### src/rtl/fbppc_pkg.sv
// holds constants and types shared by the five-bit port, its checker and its bench
// assumes a single 200 MHz core clock and an active-low asynchronous reset
package fbppc_pkg;

    // ****************************************************************
    // register map, word offsets in bytes
    // ****************************************************************
    localparam logic [3:0] OFS_PORT = 4'h0;
    localparam logic [3:0] OFS_LATCH = 4'h4;
    localparam logic [3:0] OFS_DIR = 4'h8;
    localparam logic [3:0] OFS_SEG = 4'hC;

    // ****************************************************************
    // field positions
    // ****************************************************************
    localparam int PIN_COUNT = 5;
    localparam int BIT_PU_J = 5;
    localparam int BIT_PU_E = 6;
    localparam int BIT_PU_D = 7;
    localparam int BIT_LAT_UNUSED = 5;
    localparam int BIT_OD_SER1 = 6;
    localparam int BIT_OD_SER2 = 7;
    localparam int BIT_OD_CMP1 = 5;
    localparam int BIT_OD_CMP2 = 6;
    localparam int BIT_OD_SYNC = 7;
    localparam int BIT_LCD_SEGMENT_PIN_OUT = 2;
    localparam int PIN_CLK = 1;
    localparam int PIN_DATA = 2;
    localparam int PIN_SEG = 4;

    // ****************************************************************
    // reset values and masks
    // ****************************************************************
    localparam logic [7:0] RST_PORT = 8'hE0;
    localparam logic [7:0] RST_LATCH = 8'h00;
    localparam logic [7:0] RST_DIR = 8'h1F;
    localparam logic [7:0] RST_SEG = 8'h00;
    localparam logic [7:0] LATCH_MASK = 8'hDF;
    localparam logic [4:0] BIAS_PINS = 5'h0D;

    // ****************************************************************
    // bus handshake states and transceiver carrier
    // ****************************************************************
    typedef enum logic [1:0] {
        ST_IDLE = 2'b01,
        ST_ACK = 2'b10
    } fbppc_bus_e;

    typedef struct packed {
        logic active;
        logic sync_mode;
        logic tx_drive;
        logic tx_data;
        logic dt_drive;
        logic dt_data;
    } fbppc_ser_s;

endpackage : fbppc_pkg

### src/rtl/fbppc_pad.sv
// holds the output and read multiplexer of one port pin
// assumes the pin level arrives synchronous to the core clock
module fbppc_pad (
    input wire logic analog_take,
    input wire logic seg_take,
    input wire logic seg_val,
    input wire logic periph_oe,
    input wire logic periph_val,
    input wire logic od_en,
    input wire logic lat_bit,
    input wire logic dir_bit,
    input wire logic pin_in,
    output logic pin_out,
    output logic pin_oe,
    output logic read_val
);

    // ****************************************************************
    // drive priority: bias, segment, peripheral, latch
    // ****************************************************************
    logic drv_val;
    logic drv_en;

    always_comb begin
        drv_val = lat_bit;
        drv_en = ~dir_bit;
        if (periph_oe) begin
            drv_val = periph_val;
            drv_en = 1'b1;
        end
        pin_out = 1'b0;
        pin_oe = 1'b0;
        read_val = pin_in;
        if (analog_take) begin
            read_val = 1'b0;
        end else if (seg_take) begin
            pin_out = seg_val;
            pin_oe = 1'b1;
            read_val = 1'b0;
        end else if (od_en) begin
            // open drain: only a low is driven, a high floats
            pin_oe = drv_en & ~drv_val;
        end else begin
            pin_out = drv_val;
            pin_oe = drv_en;
        end
    end

endmodule // fbppc_pad

### src/rtl/fbppc_port.sv
// holds the five-bit port: registers, Avalon-MM slave and pin muxing
// assumes the transceiver, lcd and capture/compare blocks sit outside
//
// Overview of operation
// - five two-way pins each have a latch bit and a direction bit in separate registers.
// - with transceiver 2 active, latch bit 7 set makes pin 1 open drain, else push-pull.
// - an enabled segment 26 drive takes pin 4 and blocks the port and all else there.
// - lcd bias use of pins 0, 2 and 3 removes port and all other functions from them.
// - a peripheral forcing direction acts only at the pin, the direction register keeps its value.
// - port bits 7 to 5 exist without pins and clearing one enables the d, e or j pull-ups.
// - every reset leaves all these pull-ups disabled.
// - direction bits 7 to 5 and latch bits 7 and 6 select open drain for sync serial, compare 2, compare 1 and transceivers 2 and 1.
// - latch bit 5 is absent, reads zero and ignores writes.
// - transceiver output on pin 1 or pin 2 wins over the port latch on that pin.
// - in synchronous mode with external clock pin 1 is the transceiver clock input when its direction bit is set.
// - on the small package the port j pull-up bit is absent and reads zero.
//
// Added by the designer: the Avalon-MM slave port and the register offsets.
module fbppc_port
    import fbppc_pkg::*;
(
    input wire logic core_clk,
    input wire logic rst_n,
    input wire logic [3:0] avs_address,
    input wire logic avs_read,
    input wire logic avs_write,
    input wire logic [31:0] avs_writedata,
    input wire logic [3:0] avs_byteenable,
    output logic [31:0] avs_readdata,
    output logic avs_waitrequest,
    input wire logic [4:0] pin_in,
    output logic [4:0] pin_out,
    output logic [4:0] pin_oe,
    input wire logic small_package,
    input wire fbppc_ser_s ser2,
    output logic serial_receive_in,
    output logic serial_clock_pin,
    input wire logic lcd_bias_enable,
    input wire logic lcd_segment_pin_out,
    output logic port_d_pullup_enable_n,
    output logic port_e_pullup_enable_n,
    output logic port_j_pullup_enable_n,
    output logic serial2_opendrain_sel,
    output logic serial1_opendrain_sel,
    output logic sync_serial_opendrain_sel,
    output logic compare2_opendrain_sel,
    output logic compare1_opendrain_sel
);

    // ****************************************************************
    // bus handshake
    // ****************************************************************
    fbppc_bus_e bus_reg;
    fbppc_bus_e bus_next;
    logic req;
    logic take;
    logic wr_take;

    assign req = avs_read | avs_write;
    // every access costs one wait cycle so read data can come from a flop
    // back to back requests therefore take two cycles each
    assign avs_waitrequest = req & (bus_reg != ST_ACK);
    assign take = req & (bus_reg == ST_ACK);
    assign wr_take = take & avs_write & avs_byteenable[0];

    always_comb begin
        bus_next = bus_reg;
        unique case (bus_reg)
            ST_IDLE: begin
                if (req) begin
                    bus_next = ST_ACK;
                end
            end
            ST_ACK: begin
                bus_next = ST_IDLE;
            end
        endcase
    end

    always_ff @(posedge core_clk or negedge rst_n) begin
        if (!rst_n) begin
            bus_reg <= ST_IDLE;
        end else begin
            bus_reg <= bus_next;
        end
    end

    // ****************************************************************
    // write strobes, one per register, and a single read load strobe
    // ****************************************************************
    logic wr_port;
    logic wr_latch;
    logic wr_dir;
    logic wr_seg;
    logic rd_load;

    assign wr_port = wr_take & (avs_address == OFS_PORT);
    assign wr_latch = wr_take & (avs_address == OFS_LATCH);
    assign wr_dir = wr_take & (avs_address == OFS_DIR);
    assign wr_seg = wr_take & (avs_address == OFS_SEG);
    // read data is captured in the first cycle of a read and stands through the answer
    assign rd_load = avs_read & (bus_reg == ST_IDLE);

    // ****************************************************************
    // port register: latch bits 4..0 and pull-up controls
    // ****************************************************************
    logic [7:0] port_value_register_reg;
    logic [7:0] latch_register_reg;
    logic [7:0] direction_register_reg;
    logic [7:0] segment_enable_register_reg;
    logic [7:0] wbyte;

    // only the low byte lane carries register data, the upper lanes are ignored
    assign wbyte = avs_writedata[7:0];

    // bits 7 to 5 hold the pull-up controls, bits 4 to 0 go on into the latch
    always_ff @(posedge core_clk or negedge rst_n) begin
        if (!rst_n) begin
            port_value_register_reg <= RST_PORT;
        end else if (wr_port) begin
            port_value_register_reg <= wbyte;
        end
    end

    // ****************************************************************
    // latch register: writes through port or latch address
    // ****************************************************************
    always_ff @(posedge core_clk or negedge rst_n) begin
        if (!rst_n) begin
            latch_register_reg <= RST_LATCH;
        end else if (wr_latch) begin
            // the mask keeps bit 5 at zero, so it never stores a value
            latch_register_reg <= wbyte & LATCH_MASK;
        end else if (wr_port) begin
            latch_register_reg[4:0] <= wbyte[4:0];
        end
    end

    // ****************************************************************
    // direction register
    // ****************************************************************
    // peripheral overrides never write back here, so read-modify-write is safe
    always_ff @(posedge core_clk or negedge rst_n) begin
        if (!rst_n) begin
            direction_register_reg <= RST_DIR;
        end else if (wr_dir) begin
            direction_register_reg <= wbyte;
        end
    end

    // ****************************************************************
    // segment enable register
    // ****************************************************************
    // bit 2 is segment 26, the only segment that lands on this port
    always_ff @(posedge core_clk or negedge rst_n) begin
        if (!rst_n) begin
            segment_enable_register_reg <= RST_SEG;
        end else if (wr_seg) begin
            segment_enable_register_reg <= wbyte;
        end
    end

    // ****************************************************************
    // pull-up and open-drain outputs
    // ****************************************************************
    logic pu_j_bit;

    // the small package has no j port, so its pull-up is held off
    assign pu_j_bit = port_value_register_reg[BIT_PU_J] | small_package;
    assign port_d_pullup_enable_n = port_value_register_reg[BIT_PU_D];
    assign port_e_pullup_enable_n = port_value_register_reg[BIT_PU_E];
    assign port_j_pullup_enable_n = pu_j_bit;

    // ****************************************************************
    // open-drain selects for the peripherals that own other pins
    // ****************************************************************
    assign serial2_opendrain_sel = latch_register_reg[BIT_OD_SER2];
    assign serial1_opendrain_sel = latch_register_reg[BIT_OD_SER1];
    assign sync_serial_opendrain_sel = direction_register_reg[BIT_OD_SYNC];
    assign compare2_opendrain_sel = direction_register_reg[BIT_OD_CMP2];
    assign compare1_opendrain_sel = direction_register_reg[BIT_OD_CMP1];

    // ****************************************************************
    // per-pin takeover and peripheral drive
    // ****************************************************************
    logic [4:0] analog_take;
    logic [4:0] seg_take;
    logic [4:0] periph_oe;
    logic [4:0] periph_val;
    logic [4:0] od_en;
    logic [4:0] pin_read;

    always_comb begin
        analog_take = 5'h00;
        if (lcd_bias_enable) begin
            // bias and charge-pump pins turn analog, port and peripherals lose them
            analog_take = BIAS_PINS;
        end
    end

    always_comb begin
        seg_take = 5'h00;
        if (segment_enable_register_reg[BIT_LCD_SEGMENT_PIN_OUT]) begin
            seg_take[PIN_SEG] = 1'b1;
        end
    end

    always_comb begin
        periph_oe = 5'h00;
        periph_val = 5'h00;
        od_en = 5'h00;
        if (ser2.active) begin
            // pin 1 carries asynchronous transmit or the synchronous clock
            periph_oe[PIN_CLK] = ser2.tx_drive;
            periph_val[PIN_CLK] = ser2.tx_data;
            od_en[PIN_CLK] = latch_register_reg[BIT_OD_SER2];
            // pin 2 is driven only for synchronous data, receive needs it as input
            if (ser2.sync_mode) begin
                periph_oe[PIN_DATA] = ser2.dt_drive;
                periph_val[PIN_DATA] = ser2.dt_data;
            end
        end
    end

    // each pad resolves its own priority, so the pins never interact
    genvar gi;
    generate
        for (gi = 0; gi < PIN_COUNT; gi++) begin : g_pad
            fbppc_pad u_pad (
                .analog_take(analog_take[gi]),
                .seg_take(seg_take[gi]),
                .seg_val(lcd_segment_pin_out),
                .periph_oe(periph_oe[gi]),
                .periph_val(periph_val[gi]),
                .od_en(od_en[gi]),
                .lat_bit(latch_register_reg[gi]),
                .dir_bit(direction_register_reg[gi]),
                .pin_in(pin_in[gi]),
                .pin_out(pin_out[gi]),
                .pin_oe(pin_oe[gi]),
                .read_val(pin_read[gi])
            );
        end
    endgenerate

    // ****************************************************************
    // transceiver inputs
    // ****************************************************************
    // receive relies on software leaving pin 2 as input
    assign serial_receive_in = ser2.active & ~analog_take[PIN_DATA] & pin_read[PIN_DATA];
    logic ext_clk_sel;

    // an external clock only while the transceiver is not driving pin 1 itself
    assign ext_clk_sel = ser2.active & ser2.sync_mode & ~ser2.tx_drive
        & direction_register_reg[PIN_CLK];
    assign serial_clock_pin = ext_clk_sel & pin_read[PIN_CLK];

    // ****************************************************************
    // read data
    // ****************************************************************
    logic [7:0] rd_byte;
    logic [7:0] port_read;
    logic pu_j_read;

    // the j pull-up bit is masked on read on the small package, so it reads zero
    assign pu_j_read = pu_j_bit & ~small_package;
    assign port_read = {port_value_register_reg[7:6], pu_j_read, pin_read};

    always_comb begin
        rd_byte = 8'h00;
        unique case (avs_address)
            OFS_PORT: begin
                rd_byte = port_read;
            end
            OFS_LATCH: begin
                rd_byte = latch_register_reg;
            end
            OFS_DIR: begin
                // the stored value, a peripheral override never shows here
                rd_byte = direction_register_reg;
            end
            OFS_SEG: begin
                rd_byte = segment_enable_register_reg;
            end
            default: begin
                rd_byte = 8'h00;
            end
        endcase
    end

    // ****************************************************************
    // read data register
    // ****************************************************************
    always_ff @(posedge core_clk or negedge rst_n) begin
        if (!rst_n) begin
            avs_readdata <= 32'h00000000;
        end else if (rd_load) begin
            avs_readdata <= {24'h000000, rd_byte};
        end
    end

endmodule // fbppc_port

### config.mk
export PLATFORM = sky130hd
export DESIGN_NAME = fbppc_port
export DESIGN_NICKNAME = d
export VERILOG_FILES = /design/src/rtl/fbppc_pkg.sv /design/src/rtl/fbppc_pad.sv /design/src/rtl/fbppc_port.sv
export SDC_FILE = /design/constraint.sdc
export NUM_CORES = 1
export LEC_CHECK = 0
export BUFFER_PORTS_ARGS = -buffer_cell sky130_fd_sc_hd__buf_2
export CAP_MARGIN = 0
export CORE_MARGIN = 5
export CORE_UTILIZATION = 46
export DETAILED_ROUTE_END_ITERATION = 12
export HOLD_SLACK_MARGIN = 0.1
export PLACE_DENSITY_LB_ADDON = 0.1
export SYNTH_ARGS = -nofsm -noshare
export SYNTH_HDL_FRONTEND = slang
export SYNTH_HIERARCHICAL = 1
export SYNTH_SLANG_ARGS = --single-unit
export TNS_END_PERCENT = 5
### constraint.sdc
create_clock -name core_clk -period 1.7 [get_ports core_clk]
set_input_delay 0.17 -clock core_clk [delete_from_list [all_inputs] [get_ports core_clk]]
set_output_delay 0.17 -clock core_clk [all_outputs]
set_load 0.01 [all_outputs]
==> run metrics <==
post-route antenna net violation count 0; max-slew violation count 0; delay of the slowest cell on the worst path 0.38 ns; met3 demand-to-capacity share in global routing 3.812%; maximum clock insertion buffer count 2; Max stage delay cell, worst path dfstp_2; detailed-route vias per instance 4.512; number of warnings reported in the yosys synthesis log 6; total congestion overflow after global routing 0; fraction of layout cells with a size suffix above 1 44.52%; post-synth design cell area 2261 um2; CTS tree yes; number of endpoints failing setup at the final stage 0; highest clock frequency the design can meet 0.6393 GHz; ports placed on the boundary 111; weighted congestion reported at the end of routability-driven placement 0.7700; Leak 1.487 nW; flops & latches, synth 36; total inserted antenna cells 0; register area share after synthesis 40.34%; depth of the most critical reg-to-reg path 4; height of the die approximately 80 um; worst setup path startpoint bus_reg[0]$_DFFE_PN1P_; RR Endpoint direction_register_reg[6]$_DFFE_PN0P_; peak supply drop 0.5433 mV; crit path DAT roughly 1.7 ns; power density over the cells 954.0 nW/um2; outcome finished, final reports clean; fraction of synthesis flops using an asynchronous set or reset pin 100.0%; global-route wire length before repair 8017 um; number of rows in the core area 25; Min-Delay Startpoint avs_writedata[5]; Die Footprint 6417 um2; Final period util 92.02%; crit-path cells nand4b_2 > nor3_4 > buf_4 > mux2_2; clock latency on the worst-skew pair 0.28 ns; worst setup path endpoint direction_register_reg[6]$_DFFE_PN0P_; Worst Path Max Fanout 5; unrepaired setup endpoints after global routing no; synthesized area divided by synthesized cell count 11.30 um2; nature of the critical path startpoint flop; placeable core region about 4800 um2; crit-path leading delay family simple AND/OR/NAND/NOR gates; worst reg2reg path startpoint bus_reg[0]$_DFFE_PN1P_; Final Hold Vio Count 0; reg-to-reg slack, setup about 0.14 ns; met2 capacity usage during global routing 28.23%; routed length per placed instance between 10 and 15 um; final sum of negative setup slack 0 ns; final period demand of the worst path 1.564 ns; number of buffers inserted by port buffering 59; class of the tightest hold or removal check primary input to flop; global routing met1 resource utilization between 10% and 20%; post-route total power 2.697 mW; number of sinks on the clock net 36; post-synthesis cell type count 35; max-cap check violation count 0; maximum number of pins on one net before global-route repair 37; number of nets in the finished design between 300 and 400; total routing usage reported by global routing roughly 16%; die boundary width 80.11 um; number of global-route vias before repair 1745; Num CTS Buffers 5; number of vias after detailed routing around 1700; starting density of the core 47.55%; worst hold slack across all endpoints 0.1520 ns; Worst-path clk slew approximately 0.060 ns; gate count after technology mapping 200; detailed placer's ending HPWL just under 4000 um; most used flip-flop cell after synthesis dfrtp_1; worst setup skew after layout 0.002734 ns; number of flops mapped to enable cells by yosys 0; number of design-rule violations left by the first detailed-router iteration 43; number of gates on the worst path with buffers counted 4; most utilized layer in the global route result met2; overall routed net length 4840 um; Clock H-tree levels 2; synth-to-layout area growth 25.01%; CP required 1.87 ns; Buf/Inv on CP 1; number of iterations in the first detailed-routing pass 4; Root Buffer clkbuf_8; Residual DRC 0; antenna violations before repair 0; sort of element at the end of the critical path flop; critical path start-end classification flop to flop
how the worst min path moves through the flow:
stage	depth (start not counted)	endpoint	slack, ns
finish	2	direction_register_reg[5]$_DFFE_PN0P_	0.15
global route	2	latch_register_reg[4]$_DFFE_PN0P_	0.14
CTS	2	direction_register_reg[5]$_DFFE_PN0P_	0.15
detailed placement	2	latch_register_reg[0]$_DFFE_PN0P_	0.24
global placement	2	avs_readdata[0]$_DFFE_PN0P_	0.24
floorplan	0	avs_readdata[0]$_DFFE_PN0P_	-0.13
routing by layer:
| metal | vias up | wire (um) |
|---|---|---|
| met2 | 51 | 2361 |
| met1 | 789 | 2147 |
| li1 | 854 | - |
| met3 | 7 | 275 |
| met4 | 0 | 56 |
| met5 | - | 0 |
cell type report:
cell class	count	area, um2
Clock buffer	7	76.32
Clock inverter	1	5.005
Fill cell	449	1928
Inverter	11	41.29
Multi-Input combinational cell	186	1335
Sequential cell	36	912.1
Tap cell	67	83.83
Timing Repair Buffer	69	372.9
Yosys cell counts, types with 3 or more instances:
cell / number / area share, %
dfrtp_1: 27 / 30
mux2_2: 27 / 13
buf_4: 24 / 8.0
mux2i_1: 14 / 6.2
inv_1: 11 / 1.8
dfstp_2: 9 / 10
nand2_1: 9 / 1.5
o21ai_0: 8 / 1.8
and3_1: 7 / 1.9
nor3_1: 6 / 1.3
nor3b_1: 6 / 2.0
o22a_2: 6 / 2.7
a311oi_2: 5 / 3.3
a32o_2: 5 / 2.5
mux2_4: 5 / 3.3
nor2_1: 5 / 0.83
and2_1: 3 / 0.83
buf_2: 3 / 0.66
through the flow:
stage,cells,util (%),instance area (um2),setup WS [ns]
floorplan,262,-,2494,0.1846
global placement,368,57.42,2730,0.1306
detailed placement,368,57.42,2730,0.1179
CTS,377,59.34,2821,0.1109
global route,377,59.45,2826,0.06975
finish,377,59.45,2826,0.1357
logic make-up (layout without fill, tap and decap cells):
| kind of cell | after synthesis | in the layout | share of synthesized area, % |
|---|---|---|---|
| compound gates | 27 | 27 | 11.34 |
| buf+inv | 40 | 88 | 11.12 |
| flops | 36 | 36 | 40.34 |
| mux | 46 | 46 | 22.97 |
| other cells | 1 | 63 | 0.1659 |
| simple gates | 50 | 50 | 14.06 |
where the power goes:
| part | internal [mW] | switching [mW] |
|---|---|---|
| registers | 1.13 | 0.163 |
| logic | 0.447 | 0.397 |
| clock network | 0.287 | 0.277 |
cell usage in the layout, fill, tap and decap left out, types with 2 or more instances in the layout:
cell type,netlist,final
mux2_2,27,27
nand3_1,2,2
conb_1,1,63
buf_2,3,59
a32o_2,5,5
dfrtp_1,27,27
mux2_4,5,5
o22a_2,6,6
dfstp_2,9,9
a311oi_2,5,5
mux2i_1,14,14
nand2_1,9,9
nor2b_1,2,2
nor2_1,5,5
clkbuf_1,1,2
and2_1,3,3
buf_4,24,9
nor3_4,2,2
o21ai_0,8,8
nor3_1,6,5
and3_1,7,7
nor3b_1,6,6
clkbuf_8,0,5
inv_1,11,11
repair_timing:
| action | CTS | global route |
|---|---|---|
| hold buffers | 1 | 0 |
| resized for setup | 0 | 1 |
| endpoints found under the hold margin | 27 | 0 |
| buffers inserted | 0 | 0 |
| setup endpoints to repair | 0 | 1 |
(Power assumes the default switching activity.)
